`src/hdl/tx_lane_control_regs_defines.svh`:
```
// Register offsets, field positions, masks and reset values for the lane control bank
`ifndef TX_LANE_CONTROL_REGS_DEFINES_SVH
`define TX_LANE_CONTROL_REGS_DEFINES_SVH

// ============================================================
// Register byte offsets
`define LANE_SIX_CONTROL_OFFSET     12'h01C
`define LANE_SEVEN_CONTROL_OFFSET   12'h020
`define LINK_LAYER_CONTROL_OFFSET   12'h050

// ============================================================
// Lane control register fields
`define LANE_INVERT_BIT             0
`define LANE_SLEEP_BIT              1
`define LANE_SPARE_LSB              2
`define LANE_SPARE_MSB              9
`define LANE_WRITABLE_MASK          32'h0000_03FF
`define LANE_CONTROL_RESET          32'h0000_0000

// ============================================================
// Link layer control register fields held by this bank
`define LINK_SPARE_A_BIT            14
`define LINK_SPARE_B_BIT            15
`define LINK_SPARE_C_BIT            16
`define LINK_WRITABLE_MASK          32'h0001_C000
`define LINK_CONTROL_RESET          32'h0000_0000

// ============================================================
// Bus and lane data widths
`define APB_ADDR_WIDTH              12
`define APB_DATA_WIDTH              32
`define LANE_DATA_WIDTH             32

`endif

```
`src/hdl/tx_lane_control_regs_pkg.sv`:
```
// Types shared by the lane control register bank
package tx_lane_control_regs_pkg;

    // ============================================================
    // Register select decoded from the APB address
    typedef enum logic [1:0] {
        sel_none  = 2'h0,
        sel_lane6 = 2'h1,
        sel_lane7 = 2'h3,
        sel_link  = 2'h2
    } reg_sel_t;

endpackage

```
`src/hdl/tx_lane_control_regs.sv`:
```
// APB register bank for upper transmit lane control and link layer spare bits
//
// Functional notes
// Lane power-down vector bit 6 comes straight from lane six sleep bit.
// Lane power-down vector bit 7 comes straight from lane seven sleep bit.
// Sleep bit: 0 normal, 1 powered down; resets to 0.
// Transport layer uses exported sleep bits to pick dropped lanes on fallback.
// Outside logic should mask lane receive resets with the sleep bits.
// Bit 0 of lane six register selects inverted polarity; resets to 0.
// Bit 0 of lane seven register selects inverted polarity; resets to 0.
// While invert is set, every transmitted data bit on that lane is inverted.
// Lane register bits 9:2 are read/write spare bits, no effect, reset zero.
// Link register bits 16, 15, 14 are read/write spare bits, reset zero.
// Upper reserved bits read as zero and ignore writes.
`timescale 1ns/1ps
`include "tx_lane_control_regs_defines.svh"

module tx_lane_control_regs (
    input  wire logic                          clk_sys_in,
    input  wire logic                          rstn_in,
    // APB slave
    input  wire logic                          psel_in,
    input  wire logic                          penable_in,
    input  wire logic                          pwrite_in,
    input  wire logic [`APB_ADDR_WIDTH-1:0]    paddr_in,
    input  wire logic [`APB_DATA_WIDTH-1:0]    pwdata_in,
    input  wire logic [3:0]                    pstrb_in,
    output logic      [`APB_DATA_WIDTH-1:0]    prdata_out,
    output logic                               pready_out,
    output logic                               pslverr_out,
    // Lane power-down vector, upper lanes only
    output logic      [7:6]                    lane_sleep_vec_out,
    // Polarity selects for the upper lanes
    output logic                               lane_six_invert_out,
    output logic                               lane_seven_invert_out,
    // Link layer spare bits
    output logic      [2:0]                    link_spare_out,
    // Transmit lane data path
    input  wire logic [`LANE_DATA_WIDTH-1:0]   lane_six_data_in,
    input  wire logic                          lane_six_valid_in,
    input  wire logic [`LANE_DATA_WIDTH-1:0]   lane_seven_data_in,
    input  wire logic                          lane_seven_valid_in,
    output logic      [`LANE_DATA_WIDTH-1:0]   lane_six_data_out,
    output logic                               lane_six_valid_out,
    output logic      [`LANE_DATA_WIDTH-1:0]   lane_seven_data_out,
    output logic                               lane_seven_valid_out
);

    // ============================================================
    // Helper functions

    // Map a word address onto one of the implemented registers
    // Exact match only, so an unaligned byte address is unmapped
    function automatic tx_lane_control_regs_pkg::reg_sel_t decode_addr(
        input logic [`APB_ADDR_WIDTH-1:0] addr
    );
        tx_lane_control_regs_pkg::reg_sel_t sel;
        sel = tx_lane_control_regs_pkg::sel_none;
        unique case (addr)
            `LANE_SIX_CONTROL_OFFSET: begin
                sel = tx_lane_control_regs_pkg::sel_lane6;
            end
            `LANE_SEVEN_CONTROL_OFFSET: begin
                sel = tx_lane_control_regs_pkg::sel_lane7;
            end
            `LINK_LAYER_CONTROL_OFFSET: begin
                sel = tx_lane_control_regs_pkg::sel_link;
            end
            default: begin
                sel = tx_lane_control_regs_pkg::sel_none;
            end
        endcase
        return sel;
    endfunction

    // Byte-lane merge of write data; bits outside the mask stay zero
    function automatic logic [`APB_DATA_WIDTH-1:0] merge_write(
        input logic [`APB_DATA_WIDTH-1:0] old_val,
        input logic [`APB_DATA_WIDTH-1:0] wdata,
        input logic [3:0]                 strb,
        input logic [`APB_DATA_WIDTH-1:0] mask
    );
        logic [`APB_DATA_WIDTH-1:0] result;
        integer                     i;
        result = old_val;
        for (i = 0; i < 4; i = i + 1) begin
            if (strb[i]) begin
                result[i*8 +: 8] = wdata[i*8 +: 8];
            end
        end
        return result & mask;
    endfunction

    // Inverts a lane word when its polarity select is set
    function automatic logic [`LANE_DATA_WIDTH-1:0] apply_polarity(
        input logic [`LANE_DATA_WIDTH-1:0] data,
        input logic                        invert
    );
        return data ^ {`LANE_DATA_WIDTH{invert}};
    endfunction

    // True when the decoded select names a register held in this bank
    function automatic logic is_mapped(
        input tx_lane_control_regs_pkg::reg_sel_t sel
    );
        return sel != tx_lane_control_regs_pkg::sel_none;
    endfunction

    // Field pickers; the invert bit feeds an output and the data path, so one
    // definition keeps the two from drifting apart
    function automatic logic sleep_of(
        input logic [`APB_DATA_WIDTH-1:0] word
    );
        return word[`LANE_SLEEP_BIT];
    endfunction

    function automatic logic invert_of(
        input logic [`APB_DATA_WIDTH-1:0] word
    );
        return word[`LANE_INVERT_BIT];
    endfunction

    // Link spare bits packed as {bit 16, bit 15, bit 14}
    function automatic logic [2:0] link_spares_of(
        input logic [`APB_DATA_WIDTH-1:0] word
    );
        return {word[`LINK_SPARE_C_BIT], word[`LINK_SPARE_B_BIT], word[`LINK_SPARE_A_BIT]};
    endfunction

    // Bus image of one register; reserved bits are masked on the way out as
    // well as on the way in, so they read as zero whatever storage holds
    function automatic logic [`APB_DATA_WIDTH-1:0] read_view(
        input tx_lane_control_regs_pkg::reg_sel_t sel,
        input logic [`APB_DATA_WIDTH-1:0]         six_val,
        input logic [`APB_DATA_WIDTH-1:0]         seven_val,
        input logic [`APB_DATA_WIDTH-1:0]         link_val
    );
        logic [`APB_DATA_WIDTH-1:0] view;
        view = '0;
        unique case (sel)
            tx_lane_control_regs_pkg::sel_lane6: begin
                view = six_val & `LANE_WRITABLE_MASK;
            end
            tx_lane_control_regs_pkg::sel_lane7: begin
                view = seven_val & `LANE_WRITABLE_MASK;
            end
            tx_lane_control_regs_pkg::sel_link: begin
                view = link_val & `LINK_WRITABLE_MASK;
            end
            tx_lane_control_regs_pkg::sel_none: begin
                view = '0;
            end
        endcase
        return view;
    endfunction

    // ============================================================
    // Register storage
    // Lane six: invert, sleep and spare bits
    logic [`APB_DATA_WIDTH-1:0] lane_six_control_reg;
    logic [`APB_DATA_WIDTH-1:0] lane_six_control_next;
    // Lane seven: same layout as lane six
    logic [`APB_DATA_WIDTH-1:0] lane_seven_control_reg;
    logic [`APB_DATA_WIDTH-1:0] lane_seven_control_next;
    // Link layer control: spare bits 16:14 only
    logic [`APB_DATA_WIDTH-1:0] link_layer_control_reg;
    logic [`APB_DATA_WIDTH-1:0] link_layer_control_next;
    // Read data, a flop so prdata never glitches during access
    logic [`APB_DATA_WIDTH-1:0] prdata_reg;
    logic [`APB_DATA_WIDTH-1:0] prdata_next;

    tx_lane_control_regs_pkg::reg_sel_t bus_sel;
    logic                               setup_phase;
    logic                               access_done;
    logic                               write_done;
    logic                               lane_six_write;
    logic                               lane_seven_write;
    logic                               link_write;

    // ============================================================
    // APB decode
    assign bus_sel     = decode_addr(paddr_in);
    // Setup-phase capture still sees a write from the transfer just before,
    // because that write landed on the previous edge
    assign setup_phase = psel_in & ~penable_in;
    // Zero wait states: every access phase completes on its first edge
    assign access_done = psel_in & penable_in;
    assign write_done  = access_done & pwrite_in & is_mapped(bus_sel);
    // One strobe per register, so each register's process sees only its own hit
    assign lane_six_write   = write_done & (bus_sel == tx_lane_control_regs_pkg::sel_lane6);
    assign lane_seven_write = write_done & (bus_sel == tx_lane_control_regs_pkg::sel_lane7);
    assign link_write       = write_done & (bus_sel == tx_lane_control_regs_pkg::sel_link);

    assign pready_out  = 1'b1;
    // Unmapped addresses are flagged rather than silently absorbed
    assign pslverr_out = access_done & ~is_mapped(bus_sel);

    // ============================================================
    // Lane six control register
    // Each register has its own processes, so a decode slip on one address
    // cannot disturb the bits held for another
    always_comb begin
        lane_six_control_next = lane_six_control_reg;
        if (lane_six_write) begin
            // Invert, sleep and spare bits written; bits 31:10 dropped
            lane_six_control_next = merge_write(lane_six_control_reg, pwdata_in,
                                                pstrb_in, `LANE_WRITABLE_MASK);
        end
    end

    always_ff @(posedge clk_sys_in) begin
        if (!rstn_in) begin
            lane_six_control_reg <= `LANE_CONTROL_RESET;
        end else begin
            lane_six_control_reg <= lane_six_control_next;
        end
    end

    // ============================================================
    // Lane seven control register
    always_comb begin
        lane_seven_control_next = lane_seven_control_reg;
        if (lane_seven_write) begin
            // Same layout as lane six
            lane_seven_control_next = merge_write(lane_seven_control_reg, pwdata_in,
                                                  pstrb_in, `LANE_WRITABLE_MASK);
        end
    end

    always_ff @(posedge clk_sys_in) begin
        if (!rstn_in) begin
            lane_seven_control_reg <= `LANE_CONTROL_RESET;
        end else begin
            lane_seven_control_reg <= lane_seven_control_next;
        end
    end

    // ============================================================
    // Link layer control register
    // Only bits 16:14 live in this bank; the other fields of the register are
    // held elsewhere and read back as zero here
    always_comb begin
        link_layer_control_next = link_layer_control_reg;
        if (link_write) begin
            // Only the three spare bits are held here
            link_layer_control_next = merge_write(link_layer_control_reg, pwdata_in,
                                                  pstrb_in, `LINK_WRITABLE_MASK);
        end
    end

    always_ff @(posedge clk_sys_in) begin
        if (!rstn_in) begin
            link_layer_control_reg <= `LINK_CONTROL_RESET;
        end else begin
            link_layer_control_reg <= link_layer_control_next;
        end
    end

    // ============================================================
    // Read data
    // Captured in the setup phase so prdata is a flop output during access
    always_comb begin
        prdata_next = prdata_reg;
        if (setup_phase) begin
            prdata_next = read_view(bus_sel, lane_six_control_reg, lane_seven_control_reg,
                                    link_layer_control_reg);
        end
    end

    always_ff @(posedge clk_sys_in) begin
        if (!rstn_in) begin
            prdata_reg <= '0;
        end else begin
            prdata_reg <= prdata_next;
        end
    end

    assign prdata_out = prdata_reg;

    // ============================================================
    // Exported control bits
    // Driven straight from storage so the transport layer and reset masks
    // see a change on the edge after the write, with no extra pipeline
    assign lane_sleep_vec_out[6] = sleep_of(lane_six_control_reg);
    assign lane_sleep_vec_out[7] = sleep_of(lane_seven_control_reg);
    assign lane_six_invert_out   = invert_of(lane_six_control_reg);
    assign lane_seven_invert_out = invert_of(lane_seven_control_reg);
    assign link_spare_out        = link_spares_of(link_layer_control_reg);

    // ============================================================
    // Lane data path
    // One register stage; a polarity change applies from the next word on,
    // so a word may straddle the change but is never half inverted
    logic [`LANE_DATA_WIDTH-1:0] lane_six_data_reg;
    logic [`LANE_DATA_WIDTH-1:0] lane_six_data_next;
    logic [`LANE_DATA_WIDTH-1:0] lane_seven_data_reg;
    logic [`LANE_DATA_WIDTH-1:0] lane_seven_data_next;
    logic                        lane_six_valid_reg;
    logic                        lane_six_valid_next;
    logic                        lane_seven_valid_reg;
    logic                        lane_seven_valid_next;

    // ============================================================
    // Lane six data stage
    // Valid rides beside the data so a word never meets a stale qualifier
    always_comb begin
        lane_six_data_next  = apply_polarity(lane_six_data_in,
                                             invert_of(lane_six_control_reg));
        lane_six_valid_next = lane_six_valid_in;
    end

    always_ff @(posedge clk_sys_in) begin
        if (!rstn_in) begin
            lane_six_data_reg  <= '0;
            lane_six_valid_reg <= 1'b0;
        end else begin
            lane_six_data_reg  <= lane_six_data_next;
            lane_six_valid_reg <= lane_six_valid_next;
        end
    end

    // ============================================================
    // Lane seven data stage
    always_comb begin
        lane_seven_data_next  = apply_polarity(lane_seven_data_in,
                                               invert_of(lane_seven_control_reg));
        lane_seven_valid_next = lane_seven_valid_in;
    end

    always_ff @(posedge clk_sys_in) begin
        if (!rstn_in) begin
            lane_seven_data_reg  <= '0;
            lane_seven_valid_reg <= 1'b0;
        end else begin
            lane_seven_data_reg  <= lane_seven_data_next;
            lane_seven_valid_reg <= lane_seven_valid_next;
        end
    end

    assign lane_six_data_out    = lane_six_data_reg;
    assign lane_seven_data_out  = lane_seven_data_reg;
    assign lane_six_valid_out   = lane_six_valid_reg;
    assign lane_seven_valid_out = lane_seven_valid_reg;

endmodule

```
`config.mk`:
```
export PLATFORM = sky130hd
export DESIGN_NAME = tx_lane_control_regs
export DESIGN_NICKNAME = d
export VERILOG_FILES = /design/src/hdl/tx_lane_control_regs_pkg.sv /design/src/hdl/tx_lane_control_regs.sv
export VERILOG_INCLUDE_DIRS = /design/src /design/src/hdl
export SDC_FILE = /design/constraint.sdc
export NUM_CORES = 1
export LEC_CHECK = 0
export BUFFER_PORTS_ARGS = -buffer_cell sky130_fd_sc_hd__buf_2
export CORE_AREA = 4 4 99 101
export DETAILED_ROUTE_END_ITERATION = 6
export DIE_AREA = 0 0 103 105
export PLACE_DENSITY = 0.79
export SYNTH_ARGS = -nofsm -noshare
export SYNTH_HDL_FRONTEND = slang
export SYNTH_SLANG_ARGS = --single-unit
```
`constraint.sdc`:
```
create_clock -name clk_sys_in -period 2.9 [get_ports clk_sys_in]
set_input_delay 0.29 -clock clk_sys_in [delete_from_list [all_inputs] [get_ports clk_sys_in]]
set_output_delay 0.29 -clock clk_sys_in [all_outputs]
set_load 0.02 [all_outputs]
```
# Word level (Yosys, flattened, before mapping)
# Cells that the tools add are included.
[word_totals]
word_cells = 39
reg_bits = 121
[classes]
muxes = 2
eq_ne = 6
n_reduce_logical = 8
bitwise_logic = 12
[op_table]
columns = ["operator", "n"]
rows = [
  ["one-hot mux 32 bit (4 select lines)", 1],
  ["XOR 32 bit", 2],
  ["equality test 12 x 5 -> 1 bit, second input constant", 1],
  ["equality test 12 x 6 -> 1 bit, second input constant", 1],
  ["equality test 12 x 7 -> 1 bit, second input constant", 1],
  ["AND reduction 2 bit", 6],
  ["bitwise AND 1 bit", 8],
  ["one-hot mux 2 bit (3 select lines)", 1],
  ["equality test 2 bit, second input constant", 2],
  ["equality test 2 x 1 -> 1 bit, second input constant", 1],
  ["zero test 2 bit", 1],
  ["inverter 1 bit", 2],
  ["nonzero test 2 bit", 1],
]

# Depth between registers and ports, before layout
# Gate-level depths: netlist (run 1).
[depth]
ltp_word = 6
depth_mapped = 5

# Worst setup path before layout (run 1)
# OpenSTA, ideal clock, no wires.
[synth_path]
path_type = "input port to output port"
start = "input paddr_in[2]"
end = "output pslverr_out"
setup_slack_ns = 1.483
stages = 5
arrival_ns = 1.127
required_ns = 2.610
cell_sequence = "nand2_1 nor4_4 buf_6 nor3_1 o211a_1"
[synth_via]
elab_chain_cells = 5
elab_cells_between_ends = 7
classes_between = "eq/ne (3); mux (1); bitwise (2); reduce/logical (1)"
[synth_rtl]
columns = ["element", "line", "rtl"]
rows = [
  ["start, declared", "tx_lane_control_regs.sv:25", "input wire logic [`APB_ADDR_WIDTH-1:0] paddr_in,"],
  ["equality test 12 x 7 -> 1 bit, or another cell as far along", "tx_lane_control_regs.sv:59", "unique case (addr)"],
  ["one-hot mux 2 bit (3 select lines) *", "tx_lane_control_regs.sv:59", ""],
  ["nonzero test 2 bit *", "tx_lane_control_regs.sv:106", "return sel != tx_lane_control_regs_pkg::sel_none;"],
  ["inverter 1 bit *", "tx_lane_control_regs.sv:196", "assign pslverr_out = access_done & ~is_mapped(bus_sel);"],
  ["bitwise AND 1 bit *", "tx_lane_control_regs.sv:196", ""],
  ["end, declared", "tx_lane_control_regs.sv:30", "output logic pslverr_out,"],
]
# Mark *: on every way between the ends. The rest lies on a longest branch, timed or not.

# Final worst setup path (run 1)
[layout_path]
start = "input paddr_in[3]"
end = "output pslverr_out"
# The elaborated chain is that of the path after synthesis.

==> results of run 1 <==
[critical path, delay by kind of cell]
family / cells / cell delay, ns
compound gates: 1 / 0.22
buf+inv: 2 / 0.25
simple gates: 3 / 0.77
[logic make-up (layout without fill, tap and decap cells)]
| logic type | count (synthesis) | in the layout | share of synthesized area (%) |
|---|---|---|---|
| xor gates and xnor gates | 64 | 64 | 14.2 |
| DFF | 102 | 102 | 51.7 |
| and+or+nand+nor | 145 | 145 | 16.6 |
| AOI/OAI and AO/OA | 15 | 15 | 3.33 |
| muxes | 23 | 23 | 5.83 |
| other | 2 | 20 | 0.190 |
| buffers and inverters | 49 | 208 | 8.11 |
[power groups by stage]
stage | combinational, W | sequential, W | clock [W]
after detailed placement | 0.000347 | 0.00150 | 0
after floorplan | 0.000153 | 0.00157 | 0
final | 0.000345 | 0.00146 | 0.000925
after global routing | 0.000378 | 0.00147 | 0.00102
after CTS | 0.000349 | 0.00147 | 0.000953
after global placement | 0.000341 | 0.00150 | 0
[synth_stat cells, types with 3 or more instances]
| master | count |
|---|---|
| a221oi_1 | 10 |
| a22o_1 | 3 |
| and3_1 | 3 |
| buf_1 | 4 |
| buf_2 | 9 |
| buf_4 | 24 |
| clkbuf_1 | 8 |
| dfxtp_1 | 102 |
| mux2i_1 | 23 |
| nand2_1 | 37 |
| nor2_1 | 80 |
| nor3_1 | 11 |
| xnor2_1 | 64 |
[layer usage]
layer  global-route usage (%)  vias to the layer above
li1                         -                     1575
met4                     6.11                        0
met3                     3.47                        9
met5                        0                        -
met2                     28.7                      136
met1                     19.8                     1443
[area by class of cell]
| cell class | count | area, µm² | area share [%] |
|---|---|---|---|
| repair buffers | 191 | 971 | 19.3 |
| well taps | 111 | 139 | 2.77 |
| inverters | 1 | 3.75 | 0.0748 |
| multi-input cells | 267 | 1650 | 32.9 |
| clock buffers | 9 | 124 | 2.47 |
| clock inverters | 7 | 85.1 | 1.69 |
| flip-flops and latches | 102 | 2040 | 40.7 |
[stage by stage]
stage          instance area, µm²  util (%)  hold WS (ns)  power [W]
3_5_place_dp                 4810      53.3         0.452    0.00185
6_report                     5020      55.7         0.153    0.00273
5_1_grt                      5020      55.7         0.141    0.00287
4_1_cts                      5020      55.7         0.135    0.00277
2_1_floorplan                4020         -         0.417    0.00172
3_3_place_gp                 4810      53.3         0.442    0.00184
[final timing paths]
kind / end / slack (ns)
min reg2reg: lane_seven_control_reg[5]$_SDFFE_PN0P_ / 0.46
max reg2reg: lane_six_data_out[1]$_SDFF_PN0_ / 1.46
min: lane_six_data_out[12]$_SDFF_PN0_ / 0.15
max: pslverr_out / 1.07
==> flow_summary.ini, run 1 <==
[sta]
setup_viol = 0
fmax_mhz = 546
timing.final.crit_period_ns = 1.83
drv_slew = 0
tightestPinTransition_ns = 0.959
fin_crit_sh_pct = 63.2
finalHoldViolations = 0
finClkSkew_ns = 0.0188
maxSlewHeadroom_pct = 35.8
fin_ws_ns = 1.07
fin_setup_tns_ns = 0
rsz0062_at_grt = no

[global_route]
overflow = 0
grt_max_degree = 67
grt_pass1_wl_um = 14400
grt_usage_pct = 16.6
grt_pass1_vias = 3126
antenna_found_initial = 0

[power]
combPwrFrac_pct = 12.6
power_switching_w = 0.000728
ir_drop_mv = 0.230
leakagePower_nw = 2.34
p_sw_share_pct = 26.6
intPower_w = 0.00201
seq_power_share_pct = 53.5
clockPowerShare_pct = 33.8
powerDensity_nw_per_um2 = 545

[layout]
layout-drive-gt1-share_pct = 37.8
nNetsFinal = 691
antennaDiodeCount = 0
area_growth_pct = 27.2
final_common_cell = buf_2
fill_cells = 788
final_cells = 688
layout_common_cells = 185 x buf_2, 100 x dfxtp_1, 80 x nor2_1, 64 x xnor2_1, 37 x nand2_1

[placement]
dp_cells = 672
place_congestion = 0.784
hpwlAfterDp_um = 6950
dpl_worst_slack_ns = 0.918
portBuffers = 185

[detailed_routing]
drt_pass1_iterations = 4
dr.max_layer_used = met4
wl_um = 9230
route.vias.total = 3163
drc_errors = 0
drtIter0Drc = 87
vias_per_cell = 4.60
wl_per_cell_um = 13.4
ant_nets = 0
dr_wl_met3_um = 883
wl_met1_um = 3680
dr_wl_met2_um = 4570

[worst_setup_path]
crit_top_cell = buf_2
slowest_delay_ns = 0.56
critPathMaxFanout = 13
cp_cell_sequence = buf_2 -> nor2_1 -> and4b_1 -> nor3_1 -> o211a_1 -> buf_2
crit_type = primary input to output pin
cpMaxStageDelayCell = and4b_1
cp-end-kind = output pin
cp.required_ns = 2.61
startpoint = paddr_in[3]
rr_worst_depth = 3
arrival_ns = 1.54
timing.rr.start = lane_six_control_reg[0]$_SDFFE_PN0P_
start_kind = primary input

[synthesis]
yosysSeqAreaShare_pct = 51.7
ys_warn_count = 0
ys_seq_elements = 102
synth.avg_cell_area_um2 = 9.87
synth.top_cells.by_area = dfxtp_1 52%, xnor2_1 14%, nor2_1 7.6%, mux2i_1 5.8%, buf_4 4.6%
ys_async_sr_fraction_pct = 0
yosys.area.top_type_share_pct = 51.7
synthesis.instances = 400
synth_flop_cell = dfxtp_1
synth-edff-count = 0
synth_cell_types = 30
syn_area_um2 = 3950
yosys.area.top_type = dfxtp_1

[clock_network]
ctsHoldBuffers = 0
cts_root_buf = clkbuf_8
cts_sinks = 102
cts_buffers = 9
cts_resized = 0
cts_setup_buffers = 0
cts_buffer_depth = 2
cts.clk_slew.worst_paths_ns = 0.12
cts_tree = yes
clk_latency_ns = 0.37
cts_max_level = 3

[die]
dieArea_um2 = 10800
initial_core_util_pct = 43.8
rows = 35
io_pins = 226
die_h_um = 105
core_um2 = 9020
die_w_um = 103

[run_status]
status = finished clean

[run]
cap_violations = 0

[hold_path]
min_path_type = primary input to flip-flop
hold_depth = 3
min_from = lane_six_data_in[12]
Power figures use the tool's default switching activity.
==> run 2, diff against run 1 <==
--- a/config.mk
+++ b/config.mk
@@ -6,11 +6,12 @@
 export SDC_FILE = /design/constraint.sdc
 export NUM_CORES = 1
 export LEC_CHECK = 0
+export ABC_AREA = 1
 export BUFFER_PORTS_ARGS = -buffer_cell sky130_fd_sc_hd__buf_2
-export CORE_AREA = 4 4 99 101
+export CORE_AREA = 4 4 108 110
 export DETAILED_ROUTE_END_ITERATION = 6
-export DIE_AREA = 0 0 103 105
-export PLACE_DENSITY = 0.79
+export DIE_AREA = 0 0 112 114
+export PLACE_DENSITY = 0.73
 export SYNTH_ARGS = -nofsm -noshare
 export SYNTH_HDL_FRONTEND = slang
 export SYNTH_SLANG_ARGS = --single-unit
==> constraint.sdc (replaced) <==
create_clock -name clk_sys_in -period 1.54 [get_ports clk_sys_in]
set_input_delay 0.154 -clock clk_sys_in [delete_from_list [all_inputs] [get_ports clk_sys_in]]
set_output_delay 0.154 -clock clk_sys_in [all_outputs]
set_load 0.02 [all_outputs]
==> flow_summary.ini, run 2 <==
[worst_setup_path]
crit_type = flip-flop to output pin
cp.required_ns = 1.39
timing.rr.start = lane_seven_control_reg[0]$_SDFFE_PN0P_
r2r_slack_ns = 0.55
cp-endpoint = lane_six_invert_out
startpoint = lane_six_control_reg[0]$_SDFFE_PN0P_
cp-end-kind = output pin
timing.rr.end = lane_seven_data_out[29]$_SDFF_PN0_
arrival_ns = 1.23
critPathMaxFanout = 21
start_kind = flip-flop
rr_worst_depth = 3

[clock_network]
cts_buffer_depth = 2
cts_resized = 0
cts_buffers = 9
cts_sinks = 102
cts_tree = yes
cts_root_buf = clkbuf_8
cts.clk_slew.worst_paths_ns = 0.09
clk_latency_ns = 0.36
cts_max_level = 3

[synthesis]
ys_async_sr_fraction_pct = 0
synth_compound_area_share_pct = 0.837
synth.top_cells.by_area = dfxtp_1 49%, xnor2_1 13%, nor2_1 12%, nand2_1 6.4%, buf_4 3.9%
synthesis.instances = 520
synth.mux.area_fraction_pct = 0
synthTopCellsByCount = 136 x nor2_1, 102 x dfxtp_1, 71 x nand2_1, 64 x xnor2_1, 43 x inv_1
synth-edff-count = 0
synth_flop_cell = dfxtp_1
syn_area_um2 = 4190
yosys.area.top_type = dfxtp_1
yosysSeqAreaShare_pct = 48.8
ys_warn_count = 0
synth_top_family_by_area = simple AND/OR/NAND/NOR gates
ys_seq_elements = 102
yosysMostFrequentCell = nor2_1
yosys.area.top_type_share_pct = 48.8
synth-simple-area-share_pct = 25.7
synth_fa_ha_area_share_pct = 0
synth.avg_cell_area_um2 = 8.05
synth_cell_types = 22
synth-xor-area-share_pct = 13.4

[sta]
finalHoldViolations = 0
fin_setup_tns_ns = 0
timing.final.crit_period_ns = 1.39
drv_slew = 0
finClkSkew_ns = 0.00630
fmax_mhz = 720
fin_crit_sh_pct = 90.1
setup_viol = 0
rsz0062_at_grt = no

[global_route]
grt_pass1_wl_um = 16100
antenna_found_initial = 0
grt_pass1_vias = 3203
overflow = 0
grt_max_degree = 45
grt_usage_pct = 15.7

[die]
io_pins = 226
die_w_um = 112
rows = 38
dieArea_um2 = 12800
die_h_um = 114
core_um2 = 10700
initial_core_util_pct = 39.1

[detailed_routing]
ant_nets = 0
drtIter0Drc = 288
drt_pass1_iterations = 4
route.vias.total = 3567
drc_errors = 0
wl_um = 10200
vias_per_cell = 4.24
wl_per_cell_um = 12.1

[power]
leakagePower_nw = 2.75
ir_drop_mv = 0.506
intPower_w = 0.00361
powerDensity_nw_per_um2 = 937
p_sw_share_pct = 27.9
power_switching_w = 0.00140
seq_power_share_pct = 55.5
clockPowerShare_pct = 30.3
combPwrFrac_pct = 14.2

[placement]
place_congestion = 0.804
portBuffers = 185
hpwlAfterDp_um = 7810

[layout]
area_growth_pct = 27.6
nNetsFinal = 817
fin_util_pct = 49.9
layout_common_cells = 185 x buf_2, 136 x nor2_1, 100 x dfxtp_1, 71 x nand2_1, 64 x xnor2_1
layout-drive-gt1-share_pct = 32.1
antennaDiodeCount = 0
fill_cells = 1061
final_common_cell = buf_2

[run]
cap_violations = 0

[hold_path]
min_path_type = primary input to flip-flop

[run_status]
status = finished clean
[run 2: changes by cell type after synthesis, sizes merged, moves of 3 or more]
cell | before | now
nand3 | 3 | 30
a221oi | 10 | 0
nand4 | 0 | 6
and3 | 5 | 0
inv | 1 | 44
nor2 | 80 | 143
mux2i | 23 | 0
o21ai | 0 | 4
a21oi | 0 | 3
nand2 | 37 | 72
a22o | 3 | 0
nor3 | 11 | 0
[run 2: how the worst min path moves through the flow]
| stage | to | from | slack [ns] | depth (start not counted) |
|---|---|---|---|---|
| 6_report | link_layer_control_reg[14]$_SDFFE_PN0P_ | pwdata_in[14] | 0.02 | 3 |
| 3_5_place_dp | lane_seven_valid_out$_SDFF_PN0_ | lane_seven_valid_in | 0.35 | 3 |
| 2_1_floorplan | lane_seven_valid_out$_SDFF_PN0_ | lane_seven_valid_in | 0.25 | 2 |
| 3_3_place_gp | lane_six_valid_out$_SDFF_PN0_ | lane_six_valid_in | 0.33 | 3 |
| 4_1_cts | link_layer_control_reg[14]$_SDFFE_PN0P_ | pwdata_in[14] | 0.0005 | 3 |
| 5_1_grt | lane_six_data_out[5]$_SDFF_PN0_ | lane_six_data_in[5] | 0.007 | 3 |
[run 2: logic make-up (layout without fill, tap and decap cells)]
kind of cell / after synthesis / after routing
simple gates: 252 / 252
xor+xnor: 64 / 64
buf+inv: 93 / 257
flops: 102 / 102
other cells: 2 / 20
compound gates: 7 / 7
[run 2: what timing repair did]
item / CTS / global route
buffers inserted: 0 / 0
hold buffers: 2 / 0
endpoints found under the hold margin: 2 / 0
[run 2: through the flow]
step,setup slack [ns],hold WS [ns],instances,cell area (µm²),total power (W)
after global placement,0.228,0.334,825,5150,0.00354
after global routing,0.0634,0.00696,842,5340,0.00528
final,0.152,0.0217,842,5340,0.00501
after detailed placement,0.235,0.345,825,5150,0.00355
after floorplan,0.354,0.252,538,4250,0.00328
after CTS,0.115,0.000458,842,5340,0.00508
[run 2: metal layers]
metal / GRT usage, % / vias to the layer above / routed length [µm]
li1: - / 1857 / -
met1: 19.4 / 1564 / 4200
met2: 26.5 / 133 / 5000
met3: 3.77 / 13 / 800
met4: 5.85 / 0 / 168
met5: 0 / - / 0
[run 2: cell type report]
type / instances / area (µm²) / share of cell area, %
clock inverter: 6 / 47.5 / 0.890
tap: 140 / 175 / 3.28
inverter: 44 / 165 / 3.09
multi-input combinational: 343 / 1750 / 32.7
sequential: 102 / 2040 / 38.3
clock buffer: 9 / 124 / 2.32
timing repair buffer: 198 / 1040 / 19.5
[run 2: critical path, stage by stage, from the launching register on]
cell     delay, ns
dfxtp_2       0.33
buf_4         0.30
buf_2         0.23
[run 2: power by group through the flow]
stage / clock [W] / sequential, W / combinational (W)
final: 0.00152 / 0.00278 / 0.000711
after global routing: 0.00171 / 0.00279 / 0.000777
after CTS: 0.00158 / 0.00278 / 0.000718
after detailed placement: 0 / 0.00284 / 0.000712
after global placement: 0 / 0.00284 / 0.000704
after floorplan: 0 / 0.00299 / 0.000298
